File: src/core/timer_pkg.sv
// constants shared by the prescaled down timer and its self-checking bench
package timer_pkg;
    localparam int CNT_W = 8;
    localparam int PRE_W = 7;
    localparam int TAP_W = 3;
    localparam int DIV_W = 4;
    localparam int ADDR_W = 8;
    localparam logic [DIV_W-1:0] INT_DIV_LAST = 4'hb; // internal clock divided by 12
    localparam logic [DIV_W-1:0] DIV_ZERO = 4'h0;
    localparam logic [DIV_W-1:0] DIV_STEP = 4'h1;
    localparam logic [ADDR_W-1:0] ADDR_PRESCALER = 8'hd2;
    localparam logic [ADDR_W-1:0] ADDR_COUNTER = 8'hd3;
    localparam logic [ADDR_W-1:0] ADDR_CONTROL = 8'hd4;
    localparam logic [PRE_W-1:0] PRE_RESET = 7'h7f;
    localparam logic [PRE_W-1:0] PRE_ZERO = 7'h00;
    localparam logic [PRE_W-1:0] PRE_STEP = 7'h01;
    localparam logic [CNT_W-1:0] CNT_RESET = 8'hff;
    localparam logic [CNT_W-1:0] CNT_ZERO = 8'h00;
    localparam logic [CNT_W-1:0] CNT_STEP = 8'h01;
    localparam logic [CNT_W-1:0] CTL_RESET = 8'h00;
    localparam logic [CNT_W-1:0] RD_ZERO = 8'h00;
    // control/status bit positions
    localparam int BIT_ZERO_FLAG = 7;
    localparam int BIT_IRQ_EN = 6;
    localparam int BIT_DIR = 5;
    localparam int BIT_DOUT = 4;
    localparam int BIT_RUN = 3;
    localparam int BIT_TAP_HI = 2;
    localparam int BIT_TAP_LO = 0;
    // operating mode from {direction, data}
    typedef enum logic [1:0] {
        MODE_EVENT = 2'b00,
        MODE_GATED = 2'b01,
        MODE_OUTPUT = 2'b10
    } mode_e;
endpackage : timer_pkg

File: src/core/pin_if.sv
// synchronised timer pin level and rising edge
`timescale 1ns/10ps
interface pin_if;
    logic level;
    logic rise;
    modport sync_side (output level, output rise);
    modport user_side (input level, input rise);
endinterface : pin_if

File: src/core/pin_sync.sv
// two-flop synchroniser with rising edge detect for the timer pin
`timescale 1ns/10ps
module pin_sync (
    input wire logic ref_clk,
    input wire logic rst_b,
    input wire logic pin_raw,
    pin_if.sync_side pin
);
    logic meta_q, meta_d;
    logic sync_q, sync_d;
    logic prev_q, prev_d;

    // the edge detector reads only the second and third stages
    always_comb begin
        meta_d = pin_raw;
        sync_d = meta_q;
        prev_d = sync_q;
    end

    // reset to the pulled-up idle level, so that release brings no false rising edge
    always_ff @(posedge ref_clk) begin
        if (!rst_b) begin
            meta_q <= 1'b1;
            sync_q <= 1'b1;
            prev_q <= 1'b1;
        end else begin
            meta_q <= meta_d;
            sync_q <= sync_d;
            prev_q <= prev_d;
        end
    end

    assign pin.level = sync_q;
    assign pin.rise = sync_q & ~prev_q;
endmodule : pin_sync

File: src/core/prescaled_down_timer.sv
// 8-bit free running downcounter behind a 7-bit prescaler, with register port
`timescale 1ns/10ps
// Contract
// - prescaler input is internal clock over 12 or pin clock, rising edges
// - prescaler reaching zero reloads 7Fh and keeps counting
// - prescaler value is readable through the prescaler register
// - 8-bit counter decrements once per count clock from the chosen tap
// - counter reaching zero reloads 0FFh and keeps running
// - counter register readable and writable anytime; write replaces value
// - tap select picks prescaler input divided by 2 to the n
// - run bit clear freezes counter, holds prescaler at 7Fh
// - reset sets counter to 0FFh and prescaler to 7Fh
// - with run set, software may write 0 to 7Fh into prescaler
// - decrement to zero sets zero flag; with enable, raise interrupt
// - writing 00h to counter or one to control bit 7 sets flag
// - counter write beats simultaneous decrement to zero; flag not set
// - direction and data bits select event, gated or output mode
// - gated mode counts internal clock over 12 only while pin high
// - event mode counts every rising edge of the pin
// - output mode uses clock over 12; flag rise latches data to pin
// - direction set makes the pin a push-pull output at once
// - wait leaves timer running; timer interrupt wakes from wait or stop
// - stop freezes registers except in event mode
// - control register at 0D4h holds flag, enable, dir, data, run, tap
// - prescaler register at 0D2h, bit 7 reads zero
// - counter register at 0D3h holds all eight bits
module prescaled_down_timer (
    input wire logic ref_clk,
    input wire logic rst_b,
    input wire logic [timer_pkg::ADDR_W-1:0] addr,
    input wire logic [timer_pkg::CNT_W-1:0] wdata,
    input wire logic wr_stb,
    input wire logic rd_stb,
    output logic [timer_pkg::CNT_W-1:0] rdata_q,
    input wire logic wait_mode,
    input wire logic stop_mode,
    input wire logic timer_pin_in,
    output logic timer_pin_out_q,
    output logic timer_pin_oe_q,
    output logic irq_q
);
    pin_if pin ();

    logic [timer_pkg::DIV_W-1:0] div_q, div_d;
    logic [timer_pkg::PRE_W-1:0] pre_q, pre_d;
    logic [timer_pkg::CNT_W-1:0] cnt_q, cnt_d;
    logic zero_flag_q, zero_flag_d;
    logic zero_irq_enable_q, zero_irq_enable_d;
    logic pin_direction_bit_q, pin_direction_bit_d;
    logic pin_data_bit_q, pin_data_bit_d;
    logic prescaler_run_q, prescaler_run_d;
    logic [timer_pkg::TAP_W-1:0] tap_select_q, tap_select_d;
    logic out_latch_q, out_latch_d;
    logic pin_oe_d, irq_d;
    logic [timer_pkg::CNT_W-1:0] rdata_d;
    timer_pkg::mode_e mode;
    logic frozen, int_tick, pre_tick, cnt_tick, underflow;
    logic wr_pre, wr_cnt, wr_ctl;
    logic [timer_pkg::PRE_W-1:0] tap_mask;
    logic [timer_pkg::CNT_W-1:0] tap_span;

    // pin arrives asynchronously, so it is synchronised before any use
    pin_sync u_pin_sync (
        .ref_clk(ref_clk),
        .rst_b(rst_b),
        .pin_raw(timer_pin_in),
        .pin(pin.sync_side)
    );

    // register port decode
    always_comb begin
        wr_pre = wr_stb && (addr == timer_pkg::ADDR_PRESCALER);
        wr_cnt = wr_stb && (addr == timer_pkg::ADDR_COUNTER);
        wr_ctl = wr_stb && (addr == timer_pkg::ADDR_CONTROL);
    end

    // mode select and clock source
    always_comb begin
        if (pin_direction_bit_q) begin
            mode = timer_pkg::MODE_OUTPUT;
        end else if (pin_data_bit_q) begin
            mode = timer_pkg::MODE_GATED;
        end else begin
            mode = timer_pkg::MODE_EVENT;
        end
        frozen = stop_mode && (mode != timer_pkg::MODE_EVENT);
        int_tick = (div_q == timer_pkg::INT_DIV_LAST) && !frozen;
        unique case (mode)
            timer_pkg::MODE_EVENT: pre_tick = pin.rise;
            timer_pkg::MODE_GATED: pre_tick = int_tick && pin.level;
            default: pre_tick = int_tick;
        endcase
        // tap divides by 2 to the n
        // computed at counter width so that tap 7 cannot overflow, then cut to 7 bits
        tap_span = (timer_pkg::CNT_STEP << tap_select_q) - timer_pkg::CNT_STEP;
        tap_mask = tap_span[timer_pkg::PRE_W-1:0];
        cnt_tick = prescaler_run_q && pre_tick && ((pre_q & tap_mask) == timer_pkg::PRE_ZERO);
    end

    // internal clock divided by 12; only the prescaler input uses it
    always_comb begin
        if (frozen) begin
            div_d = div_q;
        end else if (div_q == timer_pkg::INT_DIV_LAST) begin
            div_d = timer_pkg::DIV_ZERO;
        end else begin
            div_d = div_q + timer_pkg::DIV_STEP;
        end
    end

    // prescaler: run clear holds 7Fh, write only while running
    always_comb begin
        pre_d = pre_q;
        if (frozen) begin
            pre_d = pre_q;
        end else if (!prescaler_run_q) begin
            pre_d = timer_pkg::PRE_RESET;
        end else if (wr_pre) begin
            pre_d = wdata[timer_pkg::PRE_W-1:0];
        end else if (pre_tick) begin
            if (pre_q == timer_pkg::PRE_ZERO) begin
                pre_d = timer_pkg::PRE_RESET;
            end else begin
                pre_d = pre_q - timer_pkg::PRE_STEP;
            end
        end
    end

    // counter: a software write beats a same-cycle decrement
    always_comb begin
        cnt_d = cnt_q;
        underflow = 1'b0;
        if (wr_cnt) begin
            cnt_d = wdata;
        end else if (cnt_tick) begin
            if (cnt_q == timer_pkg::CNT_ZERO) begin
                cnt_d = timer_pkg::CNT_RESET;
            end else begin
                cnt_d = cnt_q - timer_pkg::CNT_STEP;
            end
            underflow = (cnt_d == timer_pkg::CNT_ZERO);
        end
    end

    // control/status bits, zero flag and pin latch
    always_comb begin
        zero_irq_enable_d = zero_irq_enable_q;
        pin_direction_bit_d = pin_direction_bit_q;
        pin_data_bit_d = pin_data_bit_q;
        prescaler_run_d = prescaler_run_q;
        tap_select_d = tap_select_q;
        zero_flag_d = zero_flag_q;
        if (wr_ctl) begin
            zero_flag_d = wdata[timer_pkg::BIT_ZERO_FLAG];
            zero_irq_enable_d = wdata[timer_pkg::BIT_IRQ_EN];
            pin_direction_bit_d = wdata[timer_pkg::BIT_DIR];
            pin_data_bit_d = wdata[timer_pkg::BIT_DOUT];
            prescaler_run_d = wdata[timer_pkg::BIT_RUN];
            tap_select_d = wdata[timer_pkg::BIT_TAP_HI:timer_pkg::BIT_TAP_LO];
        end
        if (wr_cnt && (wdata == timer_pkg::CNT_ZERO)) begin
            zero_flag_d = 1'b1;
        end
        if (underflow) begin
            zero_flag_d = 1'b1;
        end
        out_latch_d = out_latch_q;
        if (zero_flag_d && !zero_flag_q) begin
            out_latch_d = pin_data_bit_q;
        end
        pin_oe_d = pin_direction_bit_d;
        // same level serves as wake request
        irq_d = zero_flag_d && zero_irq_enable_d;
    end

    // read data stands the cycle after the strobe; unmapped reads zero
    always_comb begin
        rdata_d = timer_pkg::RD_ZERO;
        if (rd_stb) begin
            unique case (addr)
                timer_pkg::ADDR_PRESCALER: rdata_d = {1'b0, pre_q};
                timer_pkg::ADDR_COUNTER: rdata_d = cnt_q;
                timer_pkg::ADDR_CONTROL: rdata_d = {zero_flag_q, zero_irq_enable_q,
                    pin_direction_bit_q, pin_data_bit_q, prescaler_run_q, tap_select_q};
                default: rdata_d = timer_pkg::RD_ZERO;
            endcase
        end
    end

    // state registers
    always_ff @(posedge ref_clk) begin
        if (!rst_b) begin
            div_q <= timer_pkg::DIV_ZERO;
            pre_q <= timer_pkg::PRE_RESET;
            cnt_q <= timer_pkg::CNT_RESET;
            zero_flag_q <= timer_pkg::CTL_RESET[timer_pkg::BIT_ZERO_FLAG];
            zero_irq_enable_q <= timer_pkg::CTL_RESET[timer_pkg::BIT_IRQ_EN];
            pin_direction_bit_q <= timer_pkg::CTL_RESET[timer_pkg::BIT_DIR];
            pin_data_bit_q <= timer_pkg::CTL_RESET[timer_pkg::BIT_DOUT];
            prescaler_run_q <= timer_pkg::CTL_RESET[timer_pkg::BIT_RUN];
            tap_select_q <= timer_pkg::CTL_RESET[timer_pkg::BIT_TAP_HI:timer_pkg::BIT_TAP_LO];
            out_latch_q <= 1'b0;
            timer_pin_oe_q <= 1'b0;
            irq_q <= 1'b0;
            rdata_q <= timer_pkg::RD_ZERO;
        end else begin
            div_q <= div_d;
            pre_q <= pre_d;
            cnt_q <= cnt_d;
            zero_flag_q <= zero_flag_d;
            zero_irq_enable_q <= zero_irq_enable_d;
            pin_direction_bit_q <= pin_direction_bit_d;
            pin_data_bit_q <= pin_data_bit_d;
            prescaler_run_q <= prescaler_run_d;
            tap_select_q <= tap_select_d;
            out_latch_q <= out_latch_d;
            timer_pin_oe_q <= pin_oe_d;
            irq_q <= irq_d;
            rdata_q <= rdata_d;
        end
    end

    // pin data is the latch itself, so it is a flop output as well
    assign timer_pin_out_q = out_latch_q;
endmodule : prescaled_down_timer

File: config.mk
export PLATFORM = sky130hd
export DESIGN_NAME = prescaled_down_timer
export DESIGN_NICKNAME = d
export VERILOG_FILES = /design/src/core/timer_pkg.sv /design/src/core/pin_if.sv /design/src/core/pin_sync.sv /design/src/core/prescaled_down_timer.sv
export SDC_FILE = /design/constraint.sdc
export NUM_CORES = 1
export LEC_CHECK = 0
export BUFFER_PORTS_ARGS = -buffer_cell sky130_fd_sc_hd__buf_2
export CAP_MARGIN = 40
export CORE_ASPECT_RATIO = 0.5
export CORE_UTILIZATION = 57
export DETAILED_ROUTE_END_ITERATION = 6
export PLACE_DENSITY = 0.77
export SKIP_CTS_REPAIR_TIMING = 1
export SLEW_MARGIN = 0
export SYNTH_ARGS = -nofsm -noshare
export SYNTH_HDL_FRONTEND = slang
export SYNTH_SLANG_ARGS = --single-unit
File: constraint.sdc
create_clock -name ref_clk -period 2.85 [get_ports ref_clk]
set_input_delay 0.1425 -clock ref_clk [delete_from_list [all_inputs] [get_ports ref_clk]]
set_output_delay 0.1425 -clock ref_clk [all_outputs]
set_load 0.02 [all_outputs]
# After elaboration in Yosys (flattened, before gate mapping)
# Cells that the tools add are included.
[word_totals]
wordCells = 73
out_inout_bits = 11
inputBits = 23
ff_bits = 40
[classes]
shift = 1
reduce_logical = 23
bitwise = 4
n_mux = 20
add_sub_neg = 4
eq_ne = 6
[ops]
columns = ["operator", "n"]
rows = [
  ["$mux W8", 5],
  ["$mux W7", 4],
  ["$eq A8 B8 Y1 const B", 3],
  ["$logic_not A8 Y1", 3],
  ["$pmux W8 S3", 1],
  ["$logic_not A7 Y1", 2],
  ["$sub A7 B1 Y7 const B", 2],
  ["$logic_and A1 B1 Y1", 11],
  ["$sub A8 B1 Y8 const B", 1],
  ["$and A7 B7 Y7", 1],
  ["$mux W1", 7],
  ["$shl A1 B3 Y7 const A", 1],
  ["$add A4 B1 Y4 const B", 1],
  ["$eq A4 B4 Y1 const B", 1],
  ["$mux W4", 1],
  ["$reduce_and A2 Y1", 2],
  ["$reduce_bool A2 Y1", 2],
  ["$ne A3 B1 Y1 const B", 1],
  ["$eq A2 B1 Y1 const B", 1],
  ["$logic_not A1 Y1", 2],
  ["$logic_not A2 Y1", 1],
  ["$mux W2", 1],
  ["$not A1 Y1", 2],
  ["$pmux W1 S2", 1],
  ["$and A1 B1 Y1", 1],
]

# Longest topological paths before layout
[depth]
depth_word = 17
depth_mapped = 8
ltp_nobuf = 8

# Modules after synthesis
# A second synthesis with hierarchy kept.
[hier_totals]
cells_unflattened = 281
area_unflattened_um2 = 2249.7
[modules_own_cells]
columns = ["mod", "area_per_inst_um2", "seq_area_each_um2", "n_inst", "cells_per_inst"]
rows = [
  ["prescaled_down_timer", 2157.1, 740.7, 1, 274],
  ["pin_sync", 92.6, 60.1, 1, 7],
]

# Least setup slack after synthesis
# OpenSTA, ideal clock, no wires.
[synth_path]
kind = "flip-flop to flip-flop"
from = "register div_q[0] (netlist bit)"
to = "register cnt_q[7] (netlist bit)"
t_required_ns = 2.728
path_stages_with_launch = 9
synth_period_minus_slack_ns = 2.107
path_buffers = 1
arrival_ns = 1.986
setup_slack_ns = 0.743
setup_time_ns = 0.122
path_cell_list = "dfxtp_1 > ha_1 > or4bb_1 > o21ai_2 > o211a_1 > buf_6 > nand4_1 > a211oi_1 > o21ai_1"
[synth_between]
elab_chain_len = 7
[synth_lines]
columns = ["item", "line", "rtl"]
rows = [
  ["start, declared", "prescaled_down_timer.sv:44", "logic [timer_pkg::DIV_W-1:0] div_q, div_d;"],
  ["start signal, assigned", "prescaled_down_timer.sv:193", "div_q <= timer_pkg::DIV_ZERO;"],
  ["start signal, assigned", "prescaled_down_timer.sv:207", "div_q <= div_d;"],
  ["$eq A4 B4 Y1 *", "prescaled_down_timer.sv:87", "int_tick = (div_q == timer_pkg::INT_DIV_LAST) && !frozen;"],
  ["$logic_and A1 B1 Y1 *", "prescaled_down_timer.sv:87", ""],
  ["$logic_and A1 B1 Y1", "prescaled_down_timer.sv:90", "timer_pkg::MODE_GATED: pre_tick = int_tick && pin.level;"],
  ["$pmux W1 S2 *", "prescaled_down_timer.sv:88", "unique case (mode)"],
  ["$logic_and A1 B1 Y1 * (2 in a row)", "prescaled_down_timer.sv:97", "cnt_tick = prescaler_run_q && pre_tick && ((pre_q & tap_mask) == timer_pkg::PRE_ZERO);"],
  ["$reduce_bool A2 Y1 (no line) *", "n/a", ""],
  ["end signal, assigned", "prescaled_down_timer.sv:195", "cnt_q <= timer_pkg::CNT_RESET;"],
  ["end signal, assigned", "prescaled_down_timer.sv:209", "cnt_q <= cnt_d;"],
  ["end, declared", "prescaled_down_timer.sv:46", "logic [timer_pkg::CNT_W-1:0] cnt_q, cnt_d;"],
]
# Mark *: on every way between the ends. The rest lies on a longest branch, timed or not.
# A chain may end at the register's enable or synchronous reset.

# Worst setup path after layout
[layout_path]
from = "register div_q[0] (netlist bit)"
to = "register zero_flag_q"
[layout_between]
elab_chain_len = 9
[layout_lines]
columns = ["item", "line", "rtl"]
rows = [
  ["$eq A4 B4 Y1 *", "prescaled_down_timer.sv:87", ""],
  ["$logic_and A1 B1 Y1 *", "prescaled_down_timer.sv:87", ""],
  ["$logic_and A1 B1 Y1", "prescaled_down_timer.sv:90", ""],
  ["$pmux W1 S2 *", "prescaled_down_timer.sv:88", ""],
  ["$logic_and A1 B1 Y1 * (2 in a row)", "prescaled_down_timer.sv:97", ""],
  ["$mux W1 *", "prescaled_down_timer.sv:135", "end else if (cnt_tick) begin"],
  ["$mux W1 *", "prescaled_down_timer.sv:133", "if (wr_cnt) begin"],
  ["$mux W1 *", "prescaled_down_timer.sv:164", "if (underflow) begin"],
  ["end signal, assigned", "prescaled_down_timer.sv:196", "zero_flag_q <= timer_pkg::CTL_RESET[timer_pkg::BIT_ZERO_FLAG];"],
  ["end signal, assigned", "prescaled_down_timer.sv:210", "zero_flag_q <= zero_flag_d;"],
  ["end, declared", "prescaled_down_timer.sv:47", "logic zero_flag_q, zero_flag_d;"],
]
# Marked as above.

==> summary.md <==
| Metric | Value |
|---|---|
| Slowest stage delay, CP | `0.54 ns` |
| Startpoint Class | `flop` |
| Inst Count DP | `362` |
| Commonest non-fill, non-tap cell in the layout | `dfxtp_1` |
| RSZ-0062 raised after global routing | `no` |
| Data arrival, critical path | `2.62 ns` |
| CTS Buf Count | `5` |
| Commonest cells after routing, fill and taps aside | `dfxtp_1 (40), nand2_1 (35), buf_2 (32)` |
| Max-slew headroom | `40.1%` |
| Yosys reg bits | `40` |
| Vias in the first global route | `1,858` |
| Warnings, synthesis | `0` |
| Sequential Power Share | `52.1%` |
| Net Sw Frac | `22.3%` |
| Final non-filler cell total | `370` |
| Synthesized Nets | `311` |
| Synthesized area per cell | `8.37 sq um` |
| Root Driver | `clkbuf_8` |
| Clock transition at path regs | `0.08 ns` |
| Final Hold Viols | `0` |
| Die Wd | `93.0 um` |
| Synth cell types | `60` |
| First-pass DRT Iterations | `5` |
| Initial cell density of the core | `59.9%` |
| Layout cells sized above 1 | `19.3%` |
| Final period util | `83.4%` |
| Fmax | `0.421 GHz` |
| Switching Power | `243 uW` |
| Post-Syn Instances | `282` |
| Slew @ Worst Pin | `0.884 ns` |
| Boundary pin count | `34` |
| Post-synthesis sequential area ratio | `33.9%` |
| Remaining DRCs | `0` |
| Via density | `5.95` |
| GRT Util Overall | `27.3%` |
| Synth area leaders | `dfxtp_1 (34%), nand2_1 (5.6%), mux2i_1 (5.1%), nor2b_1 (3.7%), a21oi_1 (3.2%)` |
| Total wire length | `5650 um` |
| Worst-Skew Late Latency | `0.30 ns` |
| Final ANT Viol Nets | `0` |
| EDFF count, synth | `0` |
| Fin crit period | `2.38 ns` |
| Final setup fails | `0` |
| Htree depth | `2` |
| CTS Sinks | `40` |
| Crit path cell chain | `ha_1, or4bb_1, o21ai_2, o211ai_2, nor4_2, nor2_1, nor2b_1` |
| Core Rows | `16` |
| Gpl congestion | `0.866` |
| Fin util | `67.7%` |
| Outcome | `finished clean` |
| Area delta synth->final | `13.1%` |
| WL/cell | `15.3 um` |
| Post-Route Setup TNS | `0 ns` |
| LEAKAGE | `1.08 nW` |
| Synthesized area | `2360 sq um` |
| # fillers | `330` |
| Ant diodes | `0` |
| Initial drt markers | `128` |
| First-pass GRT wire length | `8960 um` |
| WP data required | `3.09 ns` |
| Longest Clk Path Bufs | `2` |
| Crit. End Element | `flop` |
| Comb pwr share | `5.5%` |
| Grt ovf | `0` |
| Clock share of power | `42.3%` |
| Die height | `47.5 um` |
| Power Internal | `848 uW` |
| Pwr Density | `409 nW/um^2` |
| Class of the most critical setup path | `flop to flop` |
| Top-area cell type share of the netlist area | `33.9%` |
| Skew final | `0.00677 ns` |
| Class of the most critical hold timing path | `input port to flop` |
| Core area | `3940 sq um` |
| Die area | `4420 sq um` |
| Max Cap Violations | `0` |
| Peak supply drop | `266 uV` |
| Via Count | `2,200` |
| Max Fanout on Critical Path | `5` |
| Largest net degree at the start of global routing | `35` |
| Final-report max-slew violation count | `0` |
| CTS tree | `built` |
| Slowest cell on crit path | `or4bb_1` |
| Initial antenna violation count | `0` |
| Async SR Flop Fraction | `0%` |
| Dominant synthesized flop cell | `dfxtp_1` |
| Largest area contributor in the netlist | `dfxtp_1` |
| Post-layout nets | `344` |
| Detailed placement HPWL | `4200 um` |
| Buffers on Ports | `32` |
area by class of cell:
type,count,area [sq um],area share (%)
clock buffer,5,68.8,2.58
clock inverter,3,42.5,1.59
inverter,12,45.0,1.69
multi-input combinational,217,1430,53.7
sequential,40,801,30.0
tap,54,67.6,2.53
timing repair buffer,39,213,7.97
power groups by stage:
stage / Combinational, mW / Clock (mW) / Sequential, mW
2_1_floorplan: 0.0305 / 0 / 0.581
3_3_place_gp: 0.0578 / 0 / 0.582
3_5_place_dp: 0.0600 / 0 / 0.582
4_1_cts: 0.0603 / 0.474 / 0.569
5_1_grt: 0.0663 / 0.501 / 0.570
6_report: 0.0606 / 0.462 / 0.569
critical path: cells and delay by family, from the launching register on:
kind                       cells  cell delay (ns)
DFF                            1             0.40
and+or+nand+nor                4             1.28
adders and majority gates      1             0.25
AOI/OAI and AO/OA              2             0.39
Yosys cell counts, drive strengths merged (8+ instances only):
cell / count
dfxtp: 40
nand2: 35
o21ai: 16
a21oi: 15
nor2: 14
nor2b: 14
inv: 12
mux2i: 12
nand3: 10
a22oi: 9
nor3: 8
nor4: 8
o211ai: 8
worst paths after layout:
kind / start / end / slack (ns) / cells past startpoint
worst min-delay path: timer_pin_in / u_pin_sync.meta_q / 0.01 / 2
worst max-delay path: div_q[0] / zero_flag_q / 0.47 / 7
worst max register to register: div_q[0] / zero_flag_q / 0.47 / 7
worst min register to register: u_pin_sync.meta_q / u_pin_sync.pin.level / 0.41 / 1
state kept, by name, indices dropped and copies added, names as in the netlist, 3 cells and up:
name          flops
pre_q             7
cnt_q             8
div_q             4
rdata_q           8
tap_select_q      3
metrics by stage:
stage	hold WS [ns]	setup slack (ns)	total power [mW]	area [sq um]
2_1_floorplan	0.244	0.743	0.611	2360
3_3_place_gp	0.321	0.532	0.639	2550
3_5_place_dp	0.328	0.497	0.642	2560
4_1_cts	0.00857	0.468	1.10	2670
5_1_grt	0.0315	0.333	1.14	2670
6_report	0.0143	0.473	1.09	2670
metal layers:
metal  wire (um)  track usage [%]  up-vias
met5           0                0        -
li1            -                -     1097
met4          94             10.5        0
met1        2660             35.5     1029
met2        2510             45.0       66
met3         387             7.46        8
cell families (layout without fill, tap and decap cells):
| kind of cell | count (synthesis) | count (layout) | share of synthesized area (%) |
|---|---|---|---|
| adders and majority gates | 6 | 6 | 3.18 |
| and+or+nand+nor | 123 | 123 | 29.5 |
| muxes | 13 | 13 | 5.56 |
| xor gates and xnor gates | 4 | 4 | 1.48 |
| AOI/OAI and AO/OA | 71 | 71 | 21.0 |
| buffers and inverters | 25 | 59 | 5.40 |
| DFF | 40 | 40 | 33.9 |
(Power assumes the default switching activity.)
